===== src/rtl/ccl_map.svh =====
// Command codes, field positions, reset values and register offsets.
`ifndef CCL_MAP_SVH
`define CCL_MAP_SVH

// ----------------------------------------
// Link command codes
// ----------------------------------------
`define CCL_CMD_ACTIVATE 8'h0E
`define CCL_CMD_ENMODE 8'h4A
`define CCL_CMD_RT 8'h4D
`define CCL_CMD_GAIN 8'h50
`define CCL_CMD_PIND 8'h52
`define CCL_CMD_DIR 8'h54
`define CCL_RW_BIT 0
`define CCL_RT_CLR_BIT 1

// ----------------------------------------
// Field positions and codes
// ----------------------------------------
`define CCL_RBE_BIT 6
`define CCL_IDLE_BIT 5
`define CCL_LPM_BIT 4
`define CCL_ENMODE_WMASK 8'h7F
`define CCL_SCALE_FDL 5'h10
`define CCL_SCALE_CUT 5'h00
`define CCL_MUXOUT_BIT 5
`define CCL_CHANNEL_ACTIVE_FLAG_BIT 6
`define CCL_FRAME_SYNC_LOST_FLAG_BIT 5
`define CCL_DIR_W 5

// ----------------------------------------
// Reset values
// ----------------------------------------
`define CCL_ENMODE_RST 8'h0F
`define CCL_GAIN_RST 8'h00
`define CCL_PIND_RST 8'h00
`define CCL_DIR_RST 5'h00

// ----------------------------------------
// Host register offsets (word index)
// ----------------------------------------
`define CCL_AV_CMD 2'h0
`define CCL_AV_STATUS 2'h1
`define CCL_ST_BUSY_BIT 8
`define CCL_ST_IRQ_BIT 9

`endif


===== src/rtl/ccl_pkg.sv =====
// Shared types of the channel control link.
package ccl_pkg;
	typedef logic [7:0] ccl_byte_t;
	typedef logic [1:0] ccl_chan_t;
	typedef enum logic [2:0] {
		CCL_IDLE = 3'b001,
		CCL_ISSUE = 3'b010,
		CCL_WAITR = 3'b100
	} ccl_hstate_t;
endpackage


===== src/rtl/ccl_link_if.sv =====
// Command link between the host controller and the codec control block.
`timescale 1ns/1ps
interface ccl_link_if;
	logic strobe;
	ccl_pkg::ccl_byte_t cmd;
	ccl_pkg::ccl_byte_t wdat;
	ccl_pkg::ccl_byte_t rdat;
	logic rvld;
	logic irq_n;

	modport dev (
		input strobe,
		input cmd,
		input wdat,
		output rdat,
		output rvld,
		output irq_n
	);

	modport hst (
		output strobe,
		output cmd,
		output wdat,
		input rdat,
		input rvld,
		input irq_n
	);
endinterface


===== src/rtl/ccl_device.sv =====
// Control and status registers and line I/O of a four-channel codec.
// Contract
// - enable/mode register written 4A, read 4B.
// - four channel enables gate commands, reset 0F.
// - host writes reserved bits zero; readback undefined.
// - robbed-bit enable acts only under mu-law.
// - idle output: resistor to reference or high-Z.
// - legacy power bit stored, no effect.
// - real-time read 4D keeps, 4F clears interrupt.
// - two real-time bits per channel, channel one low.
// - real-time read ignores channel enables.
// - gains register 50/51, three gain bits.
// - five-bit scaling field, resets to zero.
// - scaling 10000 loopback, zero means cutoff.
// - pin data latched, driven only on outputs.
// - muxed second output needs E1 multiplex mode.
// - bits 7 and 6 drive output-only pins.
// - direction register 54/55, five pins, reset input.
// - bit 6 read-only channel active flag.
// - bit 5 read-only global frame-sync-lost flag; read 55 returns 00 while no channel is enabled.
// - activate command sets enabled channels active.
// - masked real-time changes never raise interrupt.
//
// The implementer's own choice: the Avalon-MM interface to the registers.
`timescale 1ns/1ps
`include "ccl_map.svh"

module ccl_device (
	// Clock and reset
	input wire logic CORE_CLK,
	input wire logic SRST,
	// Command link
	ccl_link_if.dev LINK,
	// Debounced line inputs and their change masks
	input wire logic [7:0] RT_IN,
	input wire logic [7:0] RT_MASK,
	// Global chip state
	input wire logic MU_LAW_SEL,
	input wire logic E1_MUX_EN,
	input wire logic FRAME_SYNC_LOST,
	// Line signal pins, five per channel
	output logic [19:0] LINE_OUT,
	output logic [19:0] LINE_OE_N,
	output logic [3:0] MUX_LINE_OUT,
	output logic [7:0] EXTRA_OUT,
	// Channel and analog control
	output logic [3:0] CHAN_ACTIVE,
	output logic [3:0] VOICE_OUTPUT_PIN_HIZ,
	output logic [3:0] VOICE_OUTPUT_PIN_REF,
	output logic ROBBED_BIT_EN,
	output logic [31:0] GAIN_CFG,
	output logic [3:0] LOOPBACK,
	output logic [3:0] SCALE_CUTOFF
);

	// ----------------------------------------
	// Helpers
	// ----------------------------------------

	// Lowest enabled channel supplies the data of channel reads.
	function automatic ccl_pkg::ccl_chan_t first_chan(input logic [3:0] m);
		ccl_pkg::ccl_chan_t r;
		r = 2'h0;
		for (int i = 3; i >= 0; i--) begin
			if (m[i]) begin
				r = 2'(i);
			end
		end
		return r;
	endfunction

	// ----------------------------------------
	// State
	// ----------------------------------------
	logic [7:0] enmode_q;
	logic [31:0] gain_q;
	logic [31:0] pind_q;
	logic [19:0] dir_q;
	logic [3:0] active_q;
	logic frame_sync_lost_flag_q;
	logic [7:0] rt_prev_q;
	logic rt_seen_q;
	logic irq_q;

	// ----------------------------------------
	// Command decode
	// ----------------------------------------
	// direction from bit zero.
	wire is_wr = LINK.strobe & ~LINK.cmd[`CCL_RW_BIT];
	wire is_rd = LINK.strobe & LINK.cmd[`CCL_RW_BIT];
	wire [7:0] op = LINK.cmd & 8'hFE;
	wire wr_enmode = is_wr && op == `CCL_CMD_ENMODE;
	wire wr_gain = is_wr && op == `CCL_CMD_GAIN;
	wire wr_pind = is_wr && op == `CCL_CMD_PIND;
	wire wr_dir = is_wr && op == `CCL_CMD_DIR;
	wire do_act = is_wr && LINK.cmd == `CCL_CMD_ACTIVATE;
	wire rd_rt = is_rd && (LINK.cmd & 8'hFD) == `CCL_CMD_RT;
	wire rt_clr = rd_rt & LINK.cmd[`CCL_RT_CLR_BIT];

	wire [3:0] chan_en = enmode_q[3:0];
	wire sel_ok = |chan_en;
	wire ccl_pkg::ccl_chan_t sel = first_chan(chan_en);
	wire [7:0] sel_gain = gain_q[8*sel+:8];
	wire [7:0] sel_pind = pind_q[8*sel+:8];
	wire [4:0] sel_dir = dir_q[5*sel+:5];

	wire sel_act = sel_ok & active_q[sel];
	wire [7:0] dir_rd = {1'b0, sel_act, frame_sync_lost_flag_q, sel_ok ? sel_dir : 5'h00};

	wire [7:0] rt_byte = RT_IN;
	wire [7:0] rd_mux =
		rd_rt ? rt_byte :
		op == `CCL_CMD_ENMODE ? (enmode_q & `CCL_ENMODE_WMASK) :
		!sel_ok ? 8'h00 :
		op == `CCL_CMD_GAIN ? sel_gain :
		op == `CCL_CMD_PIND ? sel_pind :
		op == `CCL_CMD_DIR ? dir_rd : 8'h00;

	wire [7:0] enmode_wr = LINK.wdat & `CCL_ENMODE_WMASK;

	wire [7:0] rt_chg = (RT_IN ^ rt_prev_q) & ~RT_MASK;
	wire irq_set = rt_seen_q & (|rt_chg);
	wire irq_d = irq_set | (irq_q & ~rt_clr);

	// ----------------------------------------
	// Global register and interrupt
	// ----------------------------------------
	always_ff @(posedge CORE_CLK) begin
		if (SRST) begin
			enmode_q <= `CCL_ENMODE_RST;
			frame_sync_lost_flag_q <= 1'b0;
			rt_prev_q <= 8'h00;
			rt_seen_q <= 1'b0;
			irq_q <= 1'b0;
		end else begin
			if (wr_enmode) begin
				enmode_q <= enmode_wr;
			end
			frame_sync_lost_flag_q <= FRAME_SYNC_LOST;
			rt_prev_q <= RT_IN;
			rt_seen_q <= 1'b1;
			irq_q <= irq_d;
		end
	end

	// ----------------------------------------
	// Per-channel registers
	// ----------------------------------------
	always_ff @(posedge CORE_CLK) begin
		if (SRST) begin
			gain_q <= {4{`CCL_GAIN_RST}};
			pind_q <= {4{`CCL_PIND_RST}};
			dir_q <= {4{`CCL_DIR_RST}};
			active_q <= 4'h0;
		end else begin
			for (int c = 0; c < 4; c++) begin
				if (chan_en[c]) begin
					if (wr_gain) begin
						gain_q[8*c+:8] <= LINK.wdat;
					end
					if (wr_pind) begin
						pind_q[8*c+:8] <= LINK.wdat;
					end
					if (wr_dir) begin
						dir_q[5*c+:5] <= LINK.wdat[4:0];
					end
					if (do_act) begin
						active_q[c] <= 1'b1;
					end
				end
			end
		end
	end

	// ----------------------------------------
	// Link answer
	// ----------------------------------------
	always_ff @(posedge CORE_CLK) begin
		if (SRST) begin
			LINK.rvld <= 1'b0;
			LINK.rdat <= 8'h00;
			LINK.irq_n <= 1'b1;
		end else begin
			LINK.rvld <= is_rd;
			if (is_rd) begin
				LINK.rdat <= rd_mux;
			end
			LINK.irq_n <= ~irq_d;
		end
	end

	// ----------------------------------------
	// Registered pin and control outputs
	// ----------------------------------------
	always_ff @(posedge CORE_CLK) begin
		if (SRST) begin
			LINE_OUT <= 20'h00000;
			LINE_OE_N <= 20'hFFFFF;
			MUX_LINE_OUT <= 4'h0;
			EXTRA_OUT <= 8'h00;
			CHAN_ACTIVE <= 4'h0;
			VOICE_OUTPUT_PIN_HIZ <= 4'h0;
			VOICE_OUTPUT_PIN_REF <= 4'hF;
			ROBBED_BIT_EN <= 1'b0;
			GAIN_CFG <= 32'h00000000;
			LOOPBACK <= 4'h0;
			SCALE_CUTOFF <= 4'hF;
		end else begin
			for (int c = 0; c < 4; c++) begin
				LINE_OUT[5*c+:5] <= pind_q[8*c+:5] & dir_q[5*c+:5];
				LINE_OE_N[5*c+:5] <= ~dir_q[5*c+:5];
				MUX_LINE_OUT[c] <= E1_MUX_EN & pind_q[8*c+`CCL_MUXOUT_BIT];
				EXTRA_OUT[2*c+:2] <= pind_q[8*c+6+:2];
				VOICE_OUTPUT_PIN_HIZ[c] <= ~active_q[c] & enmode_q[`CCL_IDLE_BIT];
				VOICE_OUTPUT_PIN_REF[c] <= ~active_q[c] & ~enmode_q[`CCL_IDLE_BIT];
				LOOPBACK[c] <= gain_q[8*c+:5] == `CCL_SCALE_FDL;
				SCALE_CUTOFF[c] <= gain_q[8*c+:5] == `CCL_SCALE_CUT;
			end
			CHAN_ACTIVE <= active_q;
			ROBBED_BIT_EN <= enmode_q[`CCL_RBE_BIT] & MU_LAW_SEL;
			GAIN_CFG <= gain_q;
		end
	end

endmodule


===== src/flat_wrapper.sv =====
// flat-port wrapper written by rule: the top's interface ports become plain ports
module ccl_device_flat 
  (CORE_CLK, SRST, RT_IN, RT_MASK, MU_LAW_SEL, E1_MUX_EN, FRAME_SYNC_LOST, LINE_OUT, LINE_OE_N, MUX_LINE_OUT, EXTRA_OUT, CHAN_ACTIVE, VOICE_OUTPUT_PIN_HIZ, VOICE_OUTPUT_PIN_REF, ROBBED_BIT_EN, GAIN_CFG, LOOPBACK, SCALE_CUTOFF, LINK_strobe, LINK_cmd, LINK_wdat, LINK_rdat, LINK_rvld, LINK_irq_n);
  ccl_link_if LINK_i ();
  input wire logic CORE_CLK;
  input wire logic SRST;
  input wire logic [7:0] RT_IN;
  input wire logic [7:0] RT_MASK;
  input wire logic MU_LAW_SEL;
  input wire logic E1_MUX_EN;
  input wire logic FRAME_SYNC_LOST;
  output logic [19:0] LINE_OUT;
  output logic [19:0] LINE_OE_N;
  output logic [3:0] MUX_LINE_OUT;
  output logic [7:0] EXTRA_OUT;
  output logic [3:0] CHAN_ACTIVE;
  output logic [3:0] VOICE_OUTPUT_PIN_HIZ;
  output logic [3:0] VOICE_OUTPUT_PIN_REF;
  output logic ROBBED_BIT_EN;
  output logic [31:0] GAIN_CFG;
  output logic [3:0] LOOPBACK;
  output logic [3:0] SCALE_CUTOFF;
  input wire logic [$bits(LINK_i.strobe)-1:0] LINK_strobe;
  input wire logic [$bits(LINK_i.cmd)-1:0] LINK_cmd;
  input wire logic [$bits(LINK_i.wdat)-1:0] LINK_wdat;
  output wire logic [$bits(LINK_i.rdat)-1:0] LINK_rdat;
  output wire logic [$bits(LINK_i.rvld)-1:0] LINK_rvld;
  output wire logic [$bits(LINK_i.irq_n)-1:0] LINK_irq_n;
  assign LINK_i.strobe = LINK_strobe;
  assign LINK_i.cmd = LINK_cmd;
  assign LINK_i.wdat = LINK_wdat;
  assign LINK_rdat = LINK_i.rdat;
  assign LINK_rvld = LINK_i.rvld;
  assign LINK_irq_n = LINK_i.irq_n;
  ccl_device u_core (.CORE_CLK(CORE_CLK), .SRST(SRST), .LINK(LINK_i), .RT_IN(RT_IN), .RT_MASK(RT_MASK), .MU_LAW_SEL(MU_LAW_SEL), .E1_MUX_EN(E1_MUX_EN), .FRAME_SYNC_LOST(FRAME_SYNC_LOST), .LINE_OUT(LINE_OUT), .LINE_OE_N(LINE_OE_N), .MUX_LINE_OUT(MUX_LINE_OUT), .EXTRA_OUT(EXTRA_OUT), .CHAN_ACTIVE(CHAN_ACTIVE), .VOICE_OUTPUT_PIN_HIZ(VOICE_OUTPUT_PIN_HIZ), .VOICE_OUTPUT_PIN_REF(VOICE_OUTPUT_PIN_REF), .ROBBED_BIT_EN(ROBBED_BIT_EN), .GAIN_CFG(GAIN_CFG), .LOOPBACK(LOOPBACK), .SCALE_CUTOFF(SCALE_CUTOFF));
endmodule

===== config.mk =====
export PLATFORM = sky130hd
export DESIGN_NAME = ccl_device_flat
export DESIGN_NICKNAME = d
export VERILOG_FILES = /design/src/rtl/ccl_pkg.sv /design/src/rtl/ccl_link_if.sv /design/src/rtl/ccl_device.sv /design/src/flat_wrapper.sv
export VERILOG_INCLUDE_DIRS = /design/src /design/src/rtl
export SDC_FILE = /design/constraint.sdc
export NUM_CORES = 1
export LEC_CHECK = 0
export ABC_AREA = 1
export BUFFER_PORTS_ARGS = -buffer_cell sky130_fd_sc_hd__buf_2
export CAP_MARGIN = 20
export CORE_MARGIN = 2
export CORE_UTILIZATION = 40
export CTS_BUF_LIST = sky130_fd_sc_hd__clkbuf_16
export DETAILED_ROUTE_END_ITERATION = 6
export PLACE_DENSITY = 0.63
export SYNTH_ARGS = -nofsm -noshare
export SYNTH_HDL_FRONTEND = slang
export SYNTH_SLANG_ARGS = --single-unit

===== constraint.sdc =====
create_clock -name CORE_CLK -period 1.8 [get_ports CORE_CLK]
set_clock_uncertainty 0.05 [all_clocks]
set_input_delay 0.09 -clock CORE_CLK [delete_from_list [all_inputs] [get_ports CORE_CLK]]
set_output_delay 0.09 -clock CORE_CLK [all_outputs]
set_load 0.02 [all_outputs]

==> results.md, run 1 <==
* DRT iter0 DRCs at ~540
* Total Nets Final at ~1200
* Main flop type after synthesis: dfxtp_1
* Max-cap violations at 0
* Count of input and output buffers at 152
* Power share of the combinational group at 0.039
* Worst setup margin at 0.1022 ns
* Synthesized flop and latch total at 221
* Yosys warnings at 0
* Headroom to the max-slew limit at 0.4602
* Placed Cells at roughly 1400
* CP Launch Type: register
* Vias in the first global route at about 6500
* ANT nets after route at 0
* Layout cells sized above 1 at 0.2261
* Worst slack, placed at 0.09232 ns
* Area growth syn-to-layout at 26.97%
* H-tree Lvls at 1
* Outcome: complete, no violations
* Initial antenna violation count at 0
* CTS sink count at 221
* Worst slew pin tran at just over 0.8 ns
* Post-layout min period at 1.698 ns
* Vias at 7098
* Post-Layout Cell Count at roughly 1500
* VDD IR max at 490.1 uV
* Setup bufs post-CTS at 0
* Worst Path Max Fanout at 14
* CP Cell Sequence: nand2_2 > nand2_4 > nand2_8 > buf_12 > nand2_1 > nand3_1 > nand3_1 > nand3_1 > nand2_1 > nand2_1 > nand2_1 > a21oi_2
* Core area at between 0.015 and 0.02 mm2
* Pint at 7.371 mW
* Final Cycle Share at 0.9432
* Clock latency on the worst-skew pair at between 0.5 and 0.6 ns
* First-pass GRT wire length at approximately 35000 um
* RD Place Congestion at 0.9604
* Final Max Slew Viols at 0
* Netlist cell types at 33
* Chip width at approximately 150 um
* Detailed Routing Iterations Pass 1 at 6
* Pwr Density at 934.7 mW/mm2
* FMAX at about 590 MHz
* Routed wire length at 22770 um
* GR Overflow Total at 0
* Total GRT Usage at 0.2060
* Number of I/O pins at between 150 and 200
* Worst Hold Slack at ~0.044 ns
* Worst min path class: primary input to register
* Crit-path max cell delay at 0.41 ns
* WL/cell at 15.60 um
* Hpwl dp at between 15000 and 20000 um
* Critical path class: register to register
* Avg Cell Area, Syn at 8.090 um2
* Post-Syn Area at around 0.0080 mm2
* Data required time of the worst path at ~2.1 ns
* Register share of total power at 0.519
* Slowest cell on the critical path: dfxtp_2
* Most used cell, CP: nand2_1
* P_sw at 2.125 mW
* Final setup vio count at 0
* Starting Density at 0.4098
* Synth Instances at between 900 and 1000
* Clock share of power at 0.442
* Leak at about 4.4 nW
* Final Hold Fails at 0
* Clk slew on worst S/H paths at 0.06 ns
* Post-synth EDFFs at 0
* DR vias/cell at slightly below 5
* Net count after synthesis at 1027
* CTS tree: yes
* Die footprint at between 0.02 and 0.025 mm2
* Net Sw Frac at 0.2237
* Register-to-Register Setup Slack at just over 0.1 ns
* Register area share after synthesis at 0.5529
* Ys async rst share at 0
* Root Driver: clkbuf_16
* Rows at 51
* Antenna Cells at 0
* CTS buffer count at 23
* Drc violations at 0
* Crit end category: register
* WP data arrival at 2.00 ns
* Clk buf depth at 3
* Largest net degree at the start of global routing at 80
* Die Ht at between 100 and 150 um
registers in the layout, summed over array words and instances (netlist names), 7 cells and up:
register,cells
u_core.GAIN_CFG,32
u_core.gain_q,32
u_core.pind_q,32
u_core.LINE_OE_N,20
u_core.LINE_OUT,20
u_core.dir_q,20
u_core.EXTRA_OUT,8
u_core.LINK.rdat,8
u_core.rt_prev_q,8
u_core.enmode_q,7
cell usage after synthesis, types with 5 or more instances:
| master | count | share of area |
|---|---|---|
| nor2_1 | 110 | 0.052 |
| xnor2_1 | 6 | 0.0066 |
| dfxtp_1 | 221 | 0.55 |
| buf_2 | 19 | 0.012 |
| a21oi_1 | 110 | 0.069 |
| o21ai_0 | 89 | 0.056 |
| nand3_1 | 115 | 0.072 |
| nand2_1 | 129 | 0.061 |
| inv_2 | 11 | 0.0052 |
| nand4_1 | 5 | 0.0039 |
| clkbuf_1 | 25 | 0.012 |
| inv_1 | 102 | 0.048 |
| buf_6 | 5 | 0.0070 |
| nor3_1 | 9 | 0.0056 |
what timing repair did:
item / in CTS / in global routing
endpoints found under the hold margin: 60 / 0
hold buffers: 21 / 0
resized for setup: 0 / 13
setup endpoints to repair: 0 / 10
layout by cell type, fill, tap and decap left out, types with 2 or more instances in the layout:
cell,count
a21oi_1,110
buf_6,2
nand4_1,5
nor3_2,4
nand3_1,111
nand2_1,127
clkinv_1,5
buf_2,152
clkbuf_16,24
o21ai_0,89
buf_12,5
dfxtp_1,219
o211ai_1,2
nand3_2,5
xnor2_1,6
inv_2,12
a21oi_2,3
buf_4,38
nor2_1,110
nand2_2,4
inv_1,104
dlygate4sd3_1,21
o22ai_1,3
nor2_2,2
nor3_1,9
clkinv_2,5
clkinvlp_4,3
through the flow:
stage / total power, mW / cell area, um2 / TNS (ns) / utilization
after floorplan: 5.225 / 8001 / 0 / -
after global placement: 5.369 / 9211 / 0 / 0.4717
after detailed placement: 5.372 / 9211 / 0 / 0.4717
after CTS: 9.594 / 10080 / 0 / 0.5164
after global routing: 9.843 / 10160 / -0.0001497 / 0.5203
final: 9.496 / 10160 / 0 / 0.5203
power groups by stage:
stage,Clock [mW],Combinational [mW],Sequential (mW)
3_3_place_gp,0,0.334,5.04
5_1_grt,4.50,0.414,4.92
4_1_cts,4.29,0.374,4.93
3_5_place_dp,0,0.336,5.04
2_1_floorplan,0,0.182,5.04
6_report,4.20,0.374,4.93
worst max-delay path: cells and delay by family, from the launching register on:
kind                   cells  cell delay [ns]
buffers and inverters      1             0.15
and+or+nand+nor           10             0.89
DFF                        1             0.41
AOI/OAI and AO/OA          1             0.05
layout make-up:
type,instances,area (um2)
fill,1906,9366
sequential,221,4429
multi-input combinational,601,2909
timing repair buffer,219,1404
clock buffer,23,575.6
inverter,113,424.2
tap,265,331.6
clock inverter,17,86.33
per-layer routing:
metal	track usage	share of wire	vias up
li1	-	-	3583
met3	0.03197	0.058	48
met2	0.3609	0.49	240
met4	0.05343	0.025	0
met1	0.2657	0.43	3227
met5	0	0	-
path summary, 6_finish.rpt:
| check | from | endpoint | cells after the start |
|---|---|---|---|
| setup / recovery | u_core.enmode_q[3] | u_core.LINK.rdat[3] | 12 |
| hold / removal | LINK_cmd[1] | u_core.irq_q | 4 |
| setup reg to reg | u_core.enmode_q[3] | u_core.LINK.rdat[3] | 12 |
| hold reg to reg | u_core.active_q[1] | u_core.VOICE_OUTPUT_PIN_HIZ[1] | 1 |
logic make-up (layout without fill, tap and decap cells):
kind of cell / count (synthesis) / in the layout / share of synthesized area
buf+inv: 167 / 372 / 0.08835
flops: 221 / 221 / 0.5529
simple gates: 384 / 384 / 0.2161
xor+xnor: 6 / 6 / 0.006568
compound gates: 211 / 211 / 0.1360
(Power assumes the default switching activity.)
==> inputs of run 2 (changes only) <==
Settings changed: PLACE_DENSITY 0.63 to 0.65.
Clock period 1.8 ns to 1.56 ns, I/O delays scaled along.
==> run 2 against run 1 <==
  * The run now ends with negative setup slack left
  * Largest cell class unchanged
  * Final cell count rose by 1.2%
  * Count of clock-buffer cells in the layout did not move
  * Critical path type unchanged
  * First-iteration DRC count rose by 20%
  * Wire length rose by 0.98%
  * Maximum frequency rose by 6.1%
  * Worst setup slack got worse by 0.14 ns
  * Critical endpoint is now u_core.LINK.rdat[0]
  * Largest power group unchanged
  * Core utilization rose by 1.8 points
==> results.md, run 2 (same netlist as run 1, synthesis figures left out) <==
* GR Overflow Total at 0 (unchanged)
* Die footprint at 0.02115 mm2 (unchanged)
* Placed Cells at 1411 (was 1397)
* Final Hold Fails at 0 (unchanged)
* First-pass GRT wire length at 35940 um (was 35250 um)
* Crit end category: register (unchanged)
* Commonest non-fill, non-tap cells in the layout: 217 x dfxtp_1, 152 x buf_2, 125 x nand2_1 (was 219 x dfxtp_1, 152 x buf_2, 127 x nand2_1)
* Root Driver: clkbuf_16 (unchanged)
* DR vias/cell at 4.873 (was 4.865)
* Final setup vio count at 4 (was 0)
* Number of I/O pins at 153 (unchanged)
* Count of input and output buffers at 152 (unchanged)
* Pwr Density at 1096 mW/mm2 (was 934.7 mW/mm2)
* Worst min path class: primary input to register (unchanged)
* Worst setup margin at -0.03961 ns (was 0.1022 ns)
* ANT nets after route at 0 (unchanged)
* Data required time of the worst path at 1.94 ns (was 2.11 ns)
* Clock share of power at 0.468 (was 0.442)
* Biggest registers after layout: u_core.GAIN_CFG: 32 flops, u_core.gain_q: 32 flops, u_core.pind_q: 32 flops (unchanged)
* WL/cell at 15.57 um (was 15.60 um)
* P_sw at 2.495 mW (was 2.125 mW)
* CTS sink count at 221 (unchanged)
* Setup bufs post-CTS at 0 (unchanged)
* Outcome: finished with violations (was complete, no violations)
* Total Nets Final at 1235 (was 1217)
* Headroom to the max-slew limit at 0.7327 (was 0.4602)
* Detailed Routing Iterations Pass 1 at 6 (unchanged)
* Largest net degree at the start of global routing at 80 (unchanged)
* Clock latency on the worst-skew pair at 0.50 ns (was 0.51 ns)
* Net Sw Frac at 0.2166 (was 0.2237)
* Routed wire length at 22990 um (was 22770 um)
* Most common cell after layout, fill and taps aside: dfxtp_1 (unchanged)
* Clk buf depth at 3 (unchanged)
* Antenna Cells at 0 (unchanged)
* RD Place Congestion at 0.9334 (was 0.9604)
* Die Ht at 145.4 um (unchanged)
* Chip width at 145.4 um (unchanged)
* CP Launch Type: register (unchanged)
* Leak at 4.523 nW (was 4.389 nW)
* DP Area at 0.009329 mm2 (was 0.009211 mm2)
* Hold_sp: SRST (was LINK_cmd[1])
* RSZ-0062 raised after global routing: true
* H-tree Lvls at 1 (unchanged)
* Post-layout util at 0.5381 (was 0.5203)
* Final instance area at 0.01051 mm2 (was 0.01016 mm2)
* Starting Density at 0.4098 (unchanged)
* CTS buffer count at 23 (unchanged)
* FMAX at 625.2 MHz (was 589.0 MHz)
* Vias at 7192 (was 7098)
* Violated checks: negative setup slack
* CP startpoint: u_core.enmode_q[2] (was u_core.enmode_q[3])
* Vias in the first global route at 6832 (was 6526)
* CTS tree: yes (unchanged)
* Final Max Slew Viols at 0 (unchanged)
* Hpwl dp at 15920 um (about the same)
* Reg-to-Reg Start: u_core.enmode_q[2] (was u_core.enmode_q[3])
* Pint at 9.024 mW (was 7.371 mW)
* Worst Path Max Fanout at 24 (was 14)
* Core area at 0.01953 mm2 (unchanged)
* Rows at 51 (unchanged)
* Layout cells sized above 1 at 0.2543 (was 0.2261)
* Clk slew on worst S/H paths at 0.06 ns (about the same)
* VDD IR max at 655.4 uV (was 490.1 uV)
* Final Cycle Share at 1.025 (was 0.9432)
* Max-cap violations at 0 (unchanged)
* Post-layout min period at 1.600 ns (was 1.698 ns)
* Post-Layout Cell Count at 1476 (was 1459)
* Initial antenna violation count at 0 (unchanged)
* Drc violations at 0 (unchanged)
* Area growth syn-to-layout at 31.32% (was 26.97%)
* Total GRT Usage at 0.2096 (was 0.2060)
* Critical path class: register to register (unchanged)
* Power share of the combinational group at 0.038 (was 0.039)
* Worst slew pin tran at 0.4009 ns (was 0.8097 ns)
* DRT iter0 DRCs at 648 (was 538)
* WP data arrival at 1.98 ns (was 2.00 ns)
* Register share of total power at 0.493 (was 0.519)
[run 2: cell types whose count changed in the layout (fill, tap and decap cells not counted), moves of 3 or more]
cell,previous run,this run
nand3_1,111,99
nand3_2,5,17
buf_4,38,48
buf_6,2,5
bufinv_16,0,3
dlygate4sd3_1,21,24
[run 2: path summary, 6_finish.rpt]
path / end / slack, ns / cells after the start
worst min register to register: u_core.VOICE_OUTPUT_PIN_HIZ[2] / 0.39 / 1
worst min-delay path: u_core.ROBBED_BIT_EN / 0.007 / 3
worst max register to register: u_core.LINK.rdat[0] / -0.04 / 12
worst max-delay path: u_core.LINK.rdat[0] / -0.04 / 12
[run 2: final cells by class]
| cell class | count | area [um2] |
|---|---|---|
| Clock buffer | 23 | 575.6 |
| Clock inverter | 16 | 166.4 |
| Fill cell | 1884 | 9019 |
| Inverter | 113 | 426.7 |
| Multi-Input combinational cell | 601 | 2988 |
| Sequential cell | 221 | 4432 |
| Tap cell | 265 | 331.6 |
| Timing Repair Buffer | 237 | 1588 |
[run 2: worst max-delay path, stage by stage, from the launching register on]
cell and delay [ns]:
dfxtp_2 0.34, inv_2 0.06, nand2_2 0.05, nand2_4 0.11, buf_12 0.17, nand3_1 0.13
nand3_1 0.11, nand3_1 0.08, nand3_2 0.11, nand2_1 0.07, nand2_1 0.07, nand2_1 0.06
a21oi_2 0.11
[run 2: timing repair]
| action | 4_1_cts | 5_1_grt |
|---|---|---|
| pin swaps | 1 | 5 |
| hold buffers | 24 | 0 |
| endpoints found under the hold margin | 65 | 0 |
| gates cloned | 0 | 2 |
| gates resized for setup | 18 | 19 |
| setup endpoints to repair | 8 | 40 |
[run 2: through the flow]
stage	power [mW]	setup TNS [ns]	setup slack, ns	hold WS, ns
6_report	11.52	-0.1025	-0.03961	0.006933
5_1_grt	11.91	-0.8690	-0.1419	0.04348
4_1_cts	11.60	-0.05444	-0.01565	0.02771
3_5_place_dp	6.200	-0.6937	-0.1129	0.2622
3_3_place_gp	6.196	-0.3278	-0.08890	0.2549
2_1_floorplan	6.029	0	0.02161	0.1350
[run 2: layer usage]
layer	track usage	share of wire	vias to the layer above	wire (um)
met4	0.05637	0.019	0	429
met1	0.2787	0.45	3324	10250
met5	0	0	-	0
li1	-	-	3628	-
met2	0.3614	0.49	207	11240
met3	0.02539	0.046	33	1068
[run 2: power groups by stage]
stage | combinational (mW) | sequential [mW] | clock, mW
finish | 0.442 | 5.68 | 5.39
global route | 0.486 | 5.68 | 5.74
CTS | 0.439 | 5.68 | 5.48
detailed placement | 0.390 | 5.81 | 0
global placement | 0.386 | 5.81 | 0
floorplan | 0.210 | 5.82 | 0
==> inputs of run 3 (changes only) <==
--- a/config.mk
+++ b/config.mk
@@ -12,6 +12,7 @@
 export CORE_MARGIN = 2
-export CORE_UTILIZATION = 40
+export CORE_UTILIZATION = 45
 export CTS_BUF_LIST = sky130_fd_sc_hd__clkbuf_16
 export DETAILED_ROUTE_END_ITERATION = 6
-export PLACE_DENSITY = 0.65
+export HOLD_SLACK_MARGIN = 0.06
+export PLACE_DENSITY = 0.72
 export SYNTH_ARGS = -nofsm -noshare
==> constraint.sdc (replaced) <==
create_clock -name CORE_CLK -period 1.56 [get_ports CORE_CLK]
set_clock_uncertainty 0.05 [all_clocks]
set_input_delay 0.312 -clock CORE_CLK [delete_from_list [all_inputs] [get_ports CORE_CLK]]
set_output_delay 0.312 -clock CORE_CLK [all_outputs]
set_load 0.02 [all_outputs]
==> run 3 against run 2 <==
  * The flow still finishes with violations (negative setup slack)
  * Hold slack improved by 0.16 ns
  * Core utilization rose by 7.2 points
  * Non-clock buffer count rose by 2
  * Sequential share of layout area fell by 0.35 points
  * Combinational power fell by 1%
  * Final area rose by 0.85%
  * Global-route usage rose by 2.6 points
  * Sequential cell count did not move
  * Clock power fell by 3%
  * Final cell count fell by 2.4%
  * Maximum frequency fell by 4.5%
  * Critical path depth fell by 1
  * Critical path type unchanged
  * Critical endpoint is now u_core.LINK.rdat[3]
==> results.md, run 3 (same netlist as run 1, synthesis figures left out) <==
* Final setup vio count at 8 (was 4)
* Worst Path Max Fanout at 12 (was 24)
* Chip width at 137.3 um (was 145.4 um)
* CP Launch Type: register (unchanged)
* Worst slack, placed at -0.2219 ns (was -0.1129 ns)
* Most common cell after layout, fill and taps aside: dfxtp_1 (unchanged)
* Placed Cells at 1379 (was 1411)
* Biggest registers after layout: u_core.GAIN_CFG: 32 flops, u_core.gain_q: 32 flops, u_core.pind_q: 32 flops (unchanged)
* Root Driver: clkbuf_16 (unchanged)
* Data required time of the worst path at 1.89 ns (was 1.94 ns)
* Die footprint at 0.01886 mm2 (was 0.02115 mm2)
* RSZ-0062 raised after global routing: true (unchanged)
* Count of input and output buffers at 152 (unchanged)
* Layout cells sized above 1 at 0.2864 (was 0.2543)
* Final Hold Fails at 0 (unchanged)
* Slowest cell on the critical path: dfxtp_4 (was dfxtp_2)
* WP data arrival at 2.01 ns (was 1.98 ns)
* Core area at 0.01736 mm2 (was 0.01953 mm2)
* CTS buffer count at 23 (unchanged)
* Drc violations at 0 (unchanged)
* CP Cell Sequence: nor2_2 > nor2_2 > nand2_2 > buf_12 > nand3_1 > nand3_2 > nand3_2 > nand2_1 > nand2_2 > nand2_2 > a21oi_2 (was inv_2 > nand2_2 > nand2_4 > buf_12 > nand3_1 > nand3_1 > nand3_1 > nand3_2 > nand2_1 > nand2_1 > nand2_1 > a21oi_2)
* Post-layout min period at 1.675 ns (was 1.600 ns)
* Outcome: finished with violations (unchanged)
* Most used cell, CP: nand2_2
* H-tree Lvls at 1 (unchanged)
* Fillers at 1571 (was 1884)
* Die Ht at 137.3 um (was 145.4 um)
* Area of the multi-input gates at 0.003103 mm2 (was 0.002988 mm2)
* Max-cap violations at 0 (unchanged)
* Post-Layout Cell Count at 1440 (was 1476)
* Initial antenna violation count at 0 (unchanged)
* Routed wire length at 22540 um (was 22990 um)
* Worst Hold Slack at 0.1662 ns (was 0.006933 ns)
* Register Area at 0.004432 mm2 (unchanged)
* Clock latency on the worst-skew pair at 0.52 ns (was 0.50 ns)
* Vias at 7302 (was 7192)
* Hpwl dp at 15530 um (was 15920 um)
* CTS tree: yes (unchanged)
* Post-layout util at 0.6105 (was 0.5381)
* Critical path class: register to register (unchanged)
* CTS sink count at 221 (unchanged)
* Clk slew on worst S/H paths at 0.06 ns (about the same)
* Starting Density at 0.4610 (was 0.4098)
* Total GRT Usage at 0.2358 (was 0.2096)
* Number of I/O pins at 153 (unchanged)
* First-pass GRT wire length at 35050 um (was 35940 um)
* FMAX at 597.1 MHz (was 625.2 MHz)
* Crit end category: register (unchanged)
* Total Nets Final at 1237 (was 1235)
* Violated checks: negative setup slack (unchanged)
* VDD IR max at 811.9 uV (was 655.4 uV)
* Rows at 48 (was 51)
* ANT nets after route at 0 (unchanged)
* Worst slew pin tran at 0.4089 ns (was 0.4009 ns)
* Vias in the first global route at 6863 (was 6832)
* Final Power at 11.37 mW (was 11.52 mW)
* Final Max Slew Viols at 0 (unchanged)
* Crit-path max cell delay at 0.36 ns (was 0.34 ns)
* Final Cycle Share at 1.074 (was 1.025)
* Antenna Cells at 0 (unchanged)
* Headroom to the max-slew limit at 0.7274 (was 0.7327)
* DR vias/cell at 5.071 (was 4.873)
* Leak at 4.652 nW (was 4.523 nW)
* Worst min path class: primary input to register (unchanged)
* GR Overflow Total at 0 (unchanged)
* WL/cell at 15.65 um (was 15.57 um)
* Commonest non-fill, non-tap cells in the layout: 217 x dfxtp_1, 152 x buf_2, 118 x nand2_1 (was 217 x dfxtp_1, 152 x buf_2, 125 x nand2_1)
* Area growth syn-to-layout at 32.43% (was 31.32%)
* DRT iter0 DRCs at 619 (was 648)
* RD Place Congestion at 0.9231 (was 0.9334)
* Pwr Density at 1073 mW/mm2 (was 1096 mW/mm2)
* Largest net degree at the start of global routing at 80 (unchanged)
* Worst setup margin at -0.1148 ns (was -0.03961 ns)
* Clk buf depth at 3 (unchanged)
* Detailed Routing Iterations Pass 1 at 5 (was 6)
## run 3: cell types whose count changed in the layout (fill, tap and decap cells not counted), moves of 4 or more
cell and change:
dlygate4sd3_1 -13, buf_12 +4, nand2_1 -7, nand3_2 +18, nand2_2 +5, inv_1 +6, buf_4 +7, buf_6 +4
nand3_1 -18
## run 3: metrics by stage
stage | setup TNS [ns] | cell area [um2]
detailed placement | -14.28 | 9387
global route | -1.536 | 10600
CTS | -0.4030 | 10570
global placement | -10.99 | 9387
floorplan | -0.05386 | 8011
finish | -0.6163 | 10600
## run 3: power breakdown
group	switching (mW)	leakage, nW	internal, mW
clock	2.22	0.380	3.03
combinational	0.277	2.49	0.160
sequential	0.0118	1.78	5.67
## run 3: what timing repair did
action	in CTS	in global routing
hold buffers	11	0
resized for setup	65	7
endpoints found under the hold margin	14	0
setup buffers	7	0
gates cloned	2	0
pin swaps	19	1
setup endpoints to repair	8	8
## run 3: worst paths after layout
kind,from,end,slack (ns),depth (start not counted)
max reg2reg,u_core.enmode_q[3],u_core.LINK.rdat[3],-0.11,11
min reg2reg,u_core.active_q[3],u_core.VOICE_OUTPUT_PIN_HIZ[3],0.39,1
min,LINK_wdat[7],u_core.pind_q[7],0.17,3
max,u_core.enmode_q[3],u_core.LINK.rdat[3],-0.11,11
## run 3: final cells by class
type	count	share of cell area
clock buffer	23	0.05432
clock inverter	18	0.01393
inverter	113	0.04003
multi-input combinational	601	0.2928
sequential	221	0.4182
tap	225	0.02657
timing repair buffer	239	0.1541
## run 3: metal layers
layer,routed length (um),global-route usage
met1,9508,0.3041
met2,10700,0.3964
met3,1607,0.04452
met4,723,0.07961
met5,0,0
## run 3: worst max-delay path: cells and delay by family (launching register included)
family / cells / cell delay [ns]
AOI/OAI and AO/OA: 1 / 0.05
buffers and inverters: 1 / 0.15
DFF: 1 / 0.36
and+or+nand+nor: 9 / 0.93
